<file path="src/pcil_pkg.sv">
// ==========================================================================
// Shared constants for the port configuration image loader
// ==========================================================================
package pcil_pkg;

    // ======================================================================
    // Geometry
    // ======================================================================
    localparam int          PCIL_NREGS       = 8;        // Registers per port
    localparam int          PCIL_IDX_W       = 3;        // Register index width
    localparam int          PCIL_PADDR_W     = 13;       // APB address width

    // ======================================================================
    // Per-port register offsets (byte offset inside a 1 KB port window)
    // ======================================================================
    localparam logic [9:0]  PCIL_OFF_VGA     = 10'h070;  // VGA decode enable
    localparam logic [9:0]  PCIL_OFF_PMC     = 10'h074;  // PM control parameter
    localparam logic [9:0]  PCIL_OFF_VND     = 10'h088;  // Vendor control five
    localparam logic [9:0]  PCIL_OFF_TCM     = 10'h154;  // Traffic class map VC0
    localparam logic [9:0]  PCIL_OFF_PBD     = 10'h214;  // Power budgeting data
    localparam logic [9:0]  PCIL_OFF_PBC     = 10'h218;  // Power budget capability
    localparam logic [9:0]  PCIL_OFF_PNUM    = 10'h0CC;  // Logical port number
    localparam logic [9:0]  PCIL_OFF_LPV     = 10'h144;  // Low priority group count

    // Storage index of each register inside a port
    localparam logic [2:0]  PCIL_IDX_VGA     = 3'h0;
    localparam logic [2:0]  PCIL_IDX_PMC     = 3'h1;
    localparam logic [2:0]  PCIL_IDX_VND     = 3'h2;
    localparam logic [2:0]  PCIL_IDX_TCM     = 3'h3;
    localparam logic [2:0]  PCIL_IDX_PBD     = 3'h4;
    localparam logic [2:0]  PCIL_IDX_PBC     = 3'h5;
    localparam logic [2:0]  PCIL_IDX_PNUM    = 3'h6;
    localparam logic [2:0]  PCIL_IDX_LPV     = 3'h7;

    // Loader control window: paddr[12:10] selects it, low bits the word
    localparam logic [2:0]  PCIL_CTL_WIN     = 3'h6;
    localparam logic [9:0]  PCIL_OFF_CTRL    = 10'h000;  // Bit 0 load enable
    localparam logic [9:0]  PCIL_OFF_STAT    = 10'h004;  // Count and last address

    // ======================================================================
    // Image word addresses
    // ======================================================================
    localparam logic [7:0]  PCIL_IMG_PB_BASE = 8'h70;    // Power budget, port 0
    localparam logic [7:0]  PCIL_IMG_PM_BASE = 8'h80;    // Power management, port 0
    localparam logic [7:0]  PCIL_IMG_TC_P5   = 8'h6A;    // Port 5 map word
    localparam logic [7:0]  PCIL_IMG_STRIDE  = 8'h02;    // Words per port step
    localparam logic [2:0]  PCIL_TC_PORT     = 3'h5;     // Port owning the map word

    // ======================================================================
    // Reset values
    // ======================================================================
    localparam logic [31:0] PCIL_REG_RESET   = 32'h0000_0000;
    localparam logic        PCIL_LOAD_RESET  = 1'b1;     // Loader enabled at reset

    // Image word classes
    typedef enum logic [3:0]
    {
        PCIL_K_NONE = 4'h1,
        PCIL_K_PB   = 4'h2,
        PCIL_K_PM   = 4'h4,
        PCIL_K_TC   = 4'h8
    } pcil_kind_t;

endpackage

</file>
<file path="src/pcil_port_regs.sv">
`timescale 1ns/100ps
// ==========================================================================
// One port's configuration registers, written by software and by images
// ==========================================================================
module pcil_port_regs
    import pcil_pkg::*;
(
    // Clock and reset
    input  wire logic                          pclk,
    input  wire logic                          presetn,
    // Software write
    input  wire logic                          sw_we,
    input  wire logic [PCIL_IDX_W-1:0]         sw_idx,
    input  wire logic [31:0]                   sw_wdata,
    // Image field writes
    input  wire logic                          pb_we,
    input  wire logic                          pm_we,
    input  wire logic                          tc_we,
    input  wire logic [15:0]                   img_data,
    // Register contents
    output logic      [PCIL_NREGS-1:0][31:0]   regs_q
);

    // ======================================================================
    // State
    // ======================================================================
    typedef struct packed
    {
        logic [PCIL_NREGS-1:0][31:0] regs;  // All registers of the port
    } pcil_port_t;

    pcil_port_t st_q;                       // Registered state
    pcil_port_t st_d;                       // Next state

    // Software write first, image fields overlaid so the loader wins a tie
    always_comb
    begin
        st_d = st_q;
        if (sw_we)
        begin
            st_d.regs[sw_idx] = sw_wdata;
        end
        if (pb_we)
        begin
            st_d.regs[PCIL_IDX_PBD][7:0]   = img_data[7:0];
            st_d.regs[PCIL_IDX_PBD][9:8]   = img_data[9:8];
            st_d.regs[PCIL_IDX_PBD][14:13] = img_data[11:10];
            st_d.regs[PCIL_IDX_PBC][0]     = img_data[15];
        end
        if (pm_we)
        begin
            st_d.regs[PCIL_IDX_PMC][14]    = img_data[6];
            st_d.regs[PCIL_IDX_PMC][13:8]  = img_data[5:0];
            st_d.regs[PCIL_IDX_VGA][31]    = img_data[7];
            st_d.regs[PCIL_IDX_VND][31:24] = img_data[15:8];
        end
        if (tc_we)
        begin
            st_d.regs[PCIL_IDX_TCM][7:1]   = img_data[15:9];
            st_d.regs[PCIL_IDX_LPV][4]     = img_data[3];
            st_d.regs[PCIL_IDX_PNUM][26:24] = img_data[6:4];
        end
    end

    // State register
    always_ff @(posedge pclk or negedge presetn)
    begin
        if (!presetn)
        begin
            st_q <= '{regs: {PCIL_NREGS{PCIL_REG_RESET}}};
        end
        else
        begin
            st_q <= st_d;
        end
    end

    assign regs_q = st_q.regs;

endmodule // pcil_port_regs

</file>
<file path="src/pcil_loader.sv">
`timescale 1ns/100ps
// ==========================================================================
// Port configuration image loader slice with APB register access
// ==========================================================================
// How it works
// Power word bits 7:0 set base power
// Power word bits 9:8 set data scale
// Power word bits 11:10 set PM state 14:13
// Power word bit 15 sets system allocated
// Power words at 70h plus two per port
// PM word bit 6 disables receive polarity
// PM word bits 5:0 fill bits 13:8
// PM word bit 7 enables VGA decode
// PM word bits 15:8 fill vendor control
// PM words at 80h plus two per port
// Port 5 word bits 15:9 fill map
// Same word sets channel group, port number
// Only valid words write, other bits kept
module pcil_loader
    import pcil_pkg::*;
#(
    parameter int NPORTS = 6                         // Ports served
)
(
    // Clock and reset
    input  wire logic                       pclk,
    input  wire logic                       presetn,
    // APB slave
    input  wire logic                       psel,
    input  wire logic                       penable,
    input  wire logic                       pwrite,
    input  wire logic [PCIL_PADDR_W-1:0]    paddr,
    input  wire logic [31:0]                pwdata,
    output logic      [31:0]                prdata,
    output logic                            pready,
    output logic                            pslverr,
    // Configuration image words
    input  wire logic                       img_valid,
    input  wire logic [7:0]                 img_addr,
    input  wire logic [15:0]                img_data
);

    // ======================================================================
    // Decode helpers
    // ======================================================================
    // Map a byte offset inside a port window to a storage index
    function automatic logic [PCIL_IDX_W:0] reg_lookup(input logic [9:0] off);
        logic [PCIL_IDX_W:0] r;
        r = '0;
        unique case (off)
            PCIL_OFF_VGA:  r = {1'b1, PCIL_IDX_VGA};
            PCIL_OFF_PMC:  r = {1'b1, PCIL_IDX_PMC};
            PCIL_OFF_VND:  r = {1'b1, PCIL_IDX_VND};
            PCIL_OFF_TCM:  r = {1'b1, PCIL_IDX_TCM};
            PCIL_OFF_PBD:  r = {1'b1, PCIL_IDX_PBD};
            PCIL_OFF_PBC:  r = {1'b1, PCIL_IDX_PBC};
            PCIL_OFF_PNUM: r = {1'b1, PCIL_IDX_PNUM};
            PCIL_OFF_LPV:  r = {1'b1, PCIL_IDX_LPV};
            default:       r = '0;
        endcase
        return r;
    endfunction

    // Classify an image word address; port number in the low bits
    function automatic logic [6:0] img_lookup(input logic [7:0] a);
        logic [7:0] pbo;
        logic [7:0] pmo;
        pbo = a - PCIL_IMG_PB_BASE;
        pmo = a - PCIL_IMG_PM_BASE;
        img_lookup = {PCIL_K_NONE, 3'h0};
        if (a == PCIL_IMG_TC_P5)
        begin
            img_lookup = {PCIL_K_TC, PCIL_TC_PORT};
        end
        else if (!pbo[0] && pbo[7:1] < 7'(NPORTS))
        begin
            img_lookup = {PCIL_K_PB, pbo[3:1]};
        end
        else if (!pmo[0] && pmo[7:1] < 7'(NPORTS))
        begin
            img_lookup = {PCIL_K_PM, pmo[3:1]};
        end
    endfunction

    // ======================================================================
    // State
    // ======================================================================
    typedef struct packed
    {
        logic        load_en;    // Image words are applied while set
        logic [15:0] words;      // Image words applied since reset
        logic [7:0]  last_addr;  // Address of the last applied word
        logic [31:0] rdata;      // Read data captured in setup phase
        logic        err;        // Error captured in setup phase
    } pcil_state_t;

    pcil_state_t st_q;                                // Registered state
    pcil_state_t st_d;                                // Next state

    // ======================================================================
    // Image decode
    // ======================================================================
    logic [6:0]                       img_dec;        // Class and port
    logic [3:0]                       img_kind;       // Word class
    logic [2:0]                       img_port;       // Target port
    logic                             img_take;       // Word accepted
    logic [NPORTS-1:0]                pb_we;          // Power word strobes
    logic [NPORTS-1:0]                pm_we;          // PM word strobes
    logic [NPORTS-1:0]                tc_we;          // Map word strobes

    assign img_dec  = img_lookup(img_addr);
    assign img_kind = img_dec[6:3];
    assign img_port = img_dec[2:0];
    // A word acts only when valid, enabled and mapped to this slice
    assign img_take = img_valid && st_q.load_en && (img_kind != PCIL_K_NONE);

    // ======================================================================
    // APB decode
    // ======================================================================
    logic [PCIL_IDX_W:0]              acc_hit;        // Hit flag and index
    logic [2:0]                       acc_win;        // Window number
    logic                             acc_port;       // Port window hit
    logic                             acc_ctl;        // Control word hit
    logic                             acc_ok;         // Mapped and aligned
    logic                             sw_wr;          // Mapped write in access phase
    logic [NPORTS-1:0][PCIL_NREGS-1:0][31:0] port_regs; // All port registers

    assign acc_hit  = reg_lookup(paddr[9:0]);
    assign acc_win  = paddr[12:10];
    assign acc_port = (acc_win < 3'(NPORTS)) && acc_hit[PCIL_IDX_W];
    assign acc_ctl  = (acc_win == PCIL_CTL_WIN)
                      && (paddr[9:0] == PCIL_OFF_CTRL || paddr[9:0] == PCIL_OFF_STAT);
    assign acc_ok   = acc_port || acc_ctl;
    assign sw_wr    = psel && penable && pwrite && acc_ok;

    // Zero-wait slave: data and error were captured in the setup phase
    assign pready  = psel && penable;
    assign prdata  = st_q.rdata;
    assign pslverr = psel && penable && st_q.err;

    // ======================================================================
    // Per-port register banks
    // ======================================================================
    genvar gp;
    generate
        for (gp = 0; gp < NPORTS; gp++)
        begin : g_port
            // Strobes for this port
            assign pb_we[gp] = img_take && img_kind == PCIL_K_PB && img_port == 3'(gp);
            assign pm_we[gp] = img_take && img_kind == PCIL_K_PM && img_port == 3'(gp);
            assign tc_we[gp] = img_take && img_kind == PCIL_K_TC && img_port == 3'(gp);

            pcil_port_regs u_regs
            (
                .pclk     (pclk),
                .presetn  (presetn),
                .sw_we    (sw_wr && acc_port && acc_win == 3'(gp)),
                .sw_idx   (acc_hit[PCIL_IDX_W-1:0]),
                .sw_wdata (pwdata),
                .pb_we    (pb_we[gp]),
                .pm_we    (pm_we[gp]),
                .tc_we    (tc_we[gp]),
                .img_data (img_data),
                .regs_q   (port_regs[gp])
            );
        end
    endgenerate

    // ======================================================================
    // Control, status and read capture
    // ======================================================================
    always_comb
    begin
        st_d = st_q;
        // Load enable from software
        if (sw_wr && acc_ctl && paddr[9:0] == PCIL_OFF_CTRL)
        begin
            st_d.load_en = pwdata[0];
        end
        // Count and remember applied words
        if (img_take)
        begin
            st_d.words     = st_q.words + 16'h0001;
            st_d.last_addr = img_addr;
        end
        // Setup phase: capture read data and error
        if (psel && !penable)
        begin
            st_d.err   = !acc_ok;
            st_d.rdata = 32'h0000_0000;
            if (acc_port)
            begin
                st_d.rdata = port_regs[acc_win][acc_hit[PCIL_IDX_W-1:0]];
            end
            else if (acc_ctl && paddr[9:0] == PCIL_OFF_CTRL)
            begin
                st_d.rdata = {31'h0000_0000, st_q.load_en};
            end
            else if (acc_ctl)
            begin
                st_d.rdata = {8'h00, st_q.last_addr, st_q.words};
            end
        end
    end

    // State register
    always_ff @(posedge pclk or negedge presetn)
    begin
        if (!presetn)
        begin
            st_q <= '{load_en: PCIL_LOAD_RESET, words: 16'h0000, last_addr: 8'h00,
                      rdata: 32'h0000_0000, err: 1'b0};
        end
        else
        begin
            st_q <= st_d;
        end
    end
endmodule // pcil_loader

</file>
<file path="config.mk">
export PLATFORM = sky130hd
export DESIGN_NAME = pcil_loader
export DESIGN_NICKNAME = d
export VERILOG_FILES = /design/src/pcil_pkg.sv /design/src/pcil_port_regs.sv /design/src/pcil_loader.sv
export SDC_FILE = /design/constraint.sdc
export NUM_CORES = 2
export LEC_CHECK = 0
export BUFFER_PORTS_ARGS = -buffer_cell sky130_fd_sc_hd__buf_4
export CORE_ASPECT_RATIO = 2
export CORE_MARGIN = 2
export CORE_UTILIZATION = 50
export CTS_CLUSTER_SIZE = 16
export DETAILED_ROUTE_END_ITERATION = 12
export PLACE_DENSITY = 0.74
export SLEW_MARGIN = 10
export SYNTH_ARGS = -nofsm -noshare
export SYNTH_HDL_FRONTEND = slang
export SYNTH_SLANG_ARGS = --single-unit
</file>
<file path="constraint.sdc">
create_clock -name pclk -period 2.4 [get_ports pclk]
set_input_delay 0.24 -clock pclk [delete_from_list [all_inputs] [get_ports pclk]]
set_output_delay 0.24 -clock pclk [all_outputs]
set_load 0.02 [all_outputs]
</file>
==> metrics.txt <==
status finished with violations; violated checks negative hold slack; first-pass GRT wire length 368,000 um; H-tree Lvls 4; Die Y 552 um; Max-Cap Viols 0; hold crit path type in2async; placed instance area 0.0821 mm2; share of cells above drive strength 1 40.9%; Post-Syn Area 0.0751 mm2; sequential area share after synthesis 53.1%; Mapped Nets 5,873; top cell type's share of synthesized area 53.0%; worst vdd ir 560 uV; total track usage 32.5%; antenna viol nets, final 0; Detailed Route Iter0 Violations 4,323; final hold slack -0.0113 ns; synth top area cells dfrtp_1, mux2_2, mux2i_1; Final Hold Fails 10; core area 0.150 mm2; Slew @ Worst Pin 0.820 ns; crit path max fanout 2; CP Launch Type flop; routability cong. 0.963; layout net count 6,135; antenna violations before repair 8; most numerous cell in the Yosys netlist dfrtp_1; largest net degree at the start of global routing 113; Slew HR 45.1%; Routed WL 249,000 um; Layout area overhead 16.3%; fin crit period 2.31 ns; Util after Layout 58.4%; Final Power 0.0541 W; RSZ-0062 raised after global routing no; Die ar. 0.154 mm2; TritonCTS Buffers 146; reg-to-reg startpoint g_port[3].u_regs.regs_q[133]$_DFFE_PN0P_; worst path cell trace mux4_2 -> a21oi_2 -> o22ai_1 -> a2111oi_1 -> buf_4 -> o21ai_0; fin. max-slew vios 0; CP max stage cell a2111oi_1; initial core utilization 50.2%; CP Capture Type flop; Setup TNS 0 ns; DR vias 52,600; DR WL/cell 30.8 um; DP HPWL 167,000 um; crit-path leading delay family compound AO/OA/AOI/OAI gates; Worst EP arrival 2.99 ns; Ports 109; number of global-route vias before repair 56,000; Rows 201; synth cell count leaders dfrtp_1, mux2_2, mux2i_1; critical path data required time 3.08 ns; Max Clock Skew 0.0336 ns; Root Buffer clkbuf_16; Synth area leader dfrtp_1; maximum clock path buffer count 4; kind of critical path reg2reg; Synthesis Warnings 0; number of port buffers 108; Num Clock Sinks 1,594; f_max 433 MHz; Buf/Inv on CP 1; EDFF count, synth 0; clk_lat worst skew 0.81 ns; vias per inst 6.50; Cell Pwr Density 619 mW/mm2; Synth Area per Inst 13.0 um2; Remaining Overflow, GRT 0; Netlist cell types 74; Worst-path clk slew 0.07 ns; First-pass DRT Iterations 6; Main synth FF type dfrtp_1; Die Width 278 um; period utilization 96.3%; # DRC 0; register bit count reported by yosys 1,594; final instance area 0.0874 mm2; CTS tree yes; Worst setup startpoint g_port[3].u_regs.regs_q[133]$_DFFE_PN0P_; Post-Synthesis Cells 5,797; # setup viols final 0; asr flop ratio synth 100%; Leak Pwr 43.0 nW; delay of the slowest critical-path stage 0.55 ns
==> what timing repair did <==
action / 4_1_cts / 5_1_grt
hold buffers: 42 / 0
setup buffers: 0 / 0
hold endpoints to repair: 1176 / 0
gates resized for setup: 2 / 4
endpoints found under the setup margin: 2 / 6
==> report_power, final <==
group / leakage [nW] / internal [W] / total (W) / switching [W]
logic: 18.4 / 0.000888 / 0.00291 / 0.00202
clock network: 2.38 / 0.0139 / 0.0244 / 0.0104
registers: 22.3 / 0.0269 / 0.0269 / 0.0000134
total: 43.0 / 0.0417 / 0.0541 / 0.0124
==> worst paths after layout <==
kind / to / slack (ns) / depth (start not counted)
worst max register to register: prdata[5]$_DFFE_PN0P_ / 0.09 / 6
worst min-delay path: g_port[4].u_regs.regs_q[215]$_DFFE_PN0P_ / -0.01 / 2
min in group pclk: g_port[5].u_regs.regs_q[92]$_DFFE_PN0P_ / -0.01 / 3
max in group asynchronous: g_port[1].u_regs.regs_q[3]$_DFFE_PN0P_ / 1.24 / 3
worst min register to register: g_port[4].u_regs.regs_q[122]$_DFFE_PN0P_ / 0.49 / 1
worst max-delay path: prdata[5]$_DFFE_PN0P_ / 0.09 / 6
==> flip-flops by register name, indices dropped and copies added, names as in the netlist <==
signal / count
prdata: 32
st_q: 26
g_port.u_regs.regs_q: 1536
==> layout make-up <==
cell class                 instances  area, um2
antenna                            7       17.5
timing repair buffer             710       7450
clock buffer                     206       4200
tap                             1928       2410
fill                           11600      62200
inverter                           7       27.5
sequential                      1594      39900
multi-input combinational       3600      32800
clock inverter                    44        649
==> per-stage QoR <==
| stage | hold WS, ns | instances | setup WS (ns) |
|---|---|---|---|
| 3_3_place_gp | 0.182 | 7797 | -0.278 |
| 3_5_place_dp | 0.183 | 7797 | -0.330 |
| 5_1_grt | 0.0297 | 8091 | 0.0161 |
| 2_1_floorplan | -0.0556 | 5797 | 0.130 |
| 6_report | -0.0113 | 8096 | 0.0888 |
| 4_1_cts | 0.00692 | 8089 | 0.0266 |
==> layout by cell type, fill, tap and decap left out, types with 9 or more instances in the layout <==
| cell type | instances |
|---|---|
| dfrtp_1 | 1593 |
| mux2_2 | 1425 |
| buf_4 | 507 |
| mux2i_1 | 479 |
| a21oi_1 | 326 |
| o21ai_0 | 266 |
| o22ai_1 | 177 |
| buf_12 | 159 |
| clkbuf_16 | 149 |
| nand2_1 | 146 |
| nor2_1 | 142 |
| o21a_1 | 122 |
| mux4_2 | 114 |
| mux2_1 | 42 |
| dlygate4sd3_1 | 42 |
| nand2_2 | 40 |
| clkbuf_1 | 31 |
| a22o_1 | 28 |
| nor3_1 | 27 |
| clkbuf_8 | 26 |
| o221ai_1 | 23 |
| clkinv_2 | 20 |
| nand3_1 | 19 |
| o211ai_1 | 18 |
| nand4_1 | 16 |
| bufinv_16 | 16 |
| o21ai_1 | 13 |
| a221oi_1 | 10 |
| xnor2_1 | 9 |
==> cell families after synthesis <==
| family | synth area share, % |
|---|---|
| compound gates | 8.18 |
| xor+xnor | 0.186 |
| fa+ha+maj | 0.0166 |
| buf+inv | 3.65 |
| flops | 53.1 |
| mux | 31.8 |
| simple gates | 3.11 |
==> per-layer routing <==
| metal | vias to the layer above | track usage (%) | part of all wire [%] |
|---|---|---|---|
| met2 | 2608 | 54.8 | 49 |
| met3 | 1088 | 5.12 | 7.0 |
| met5 | - | 0 | 0.015 |
| li1 | 21600 | - | - |
| met4 | 6 | 25.6 | 9.7 |
| met1 | 27300 | 36.6 | 34 |
Note: power is estimated with default switching activity, not from simulation.
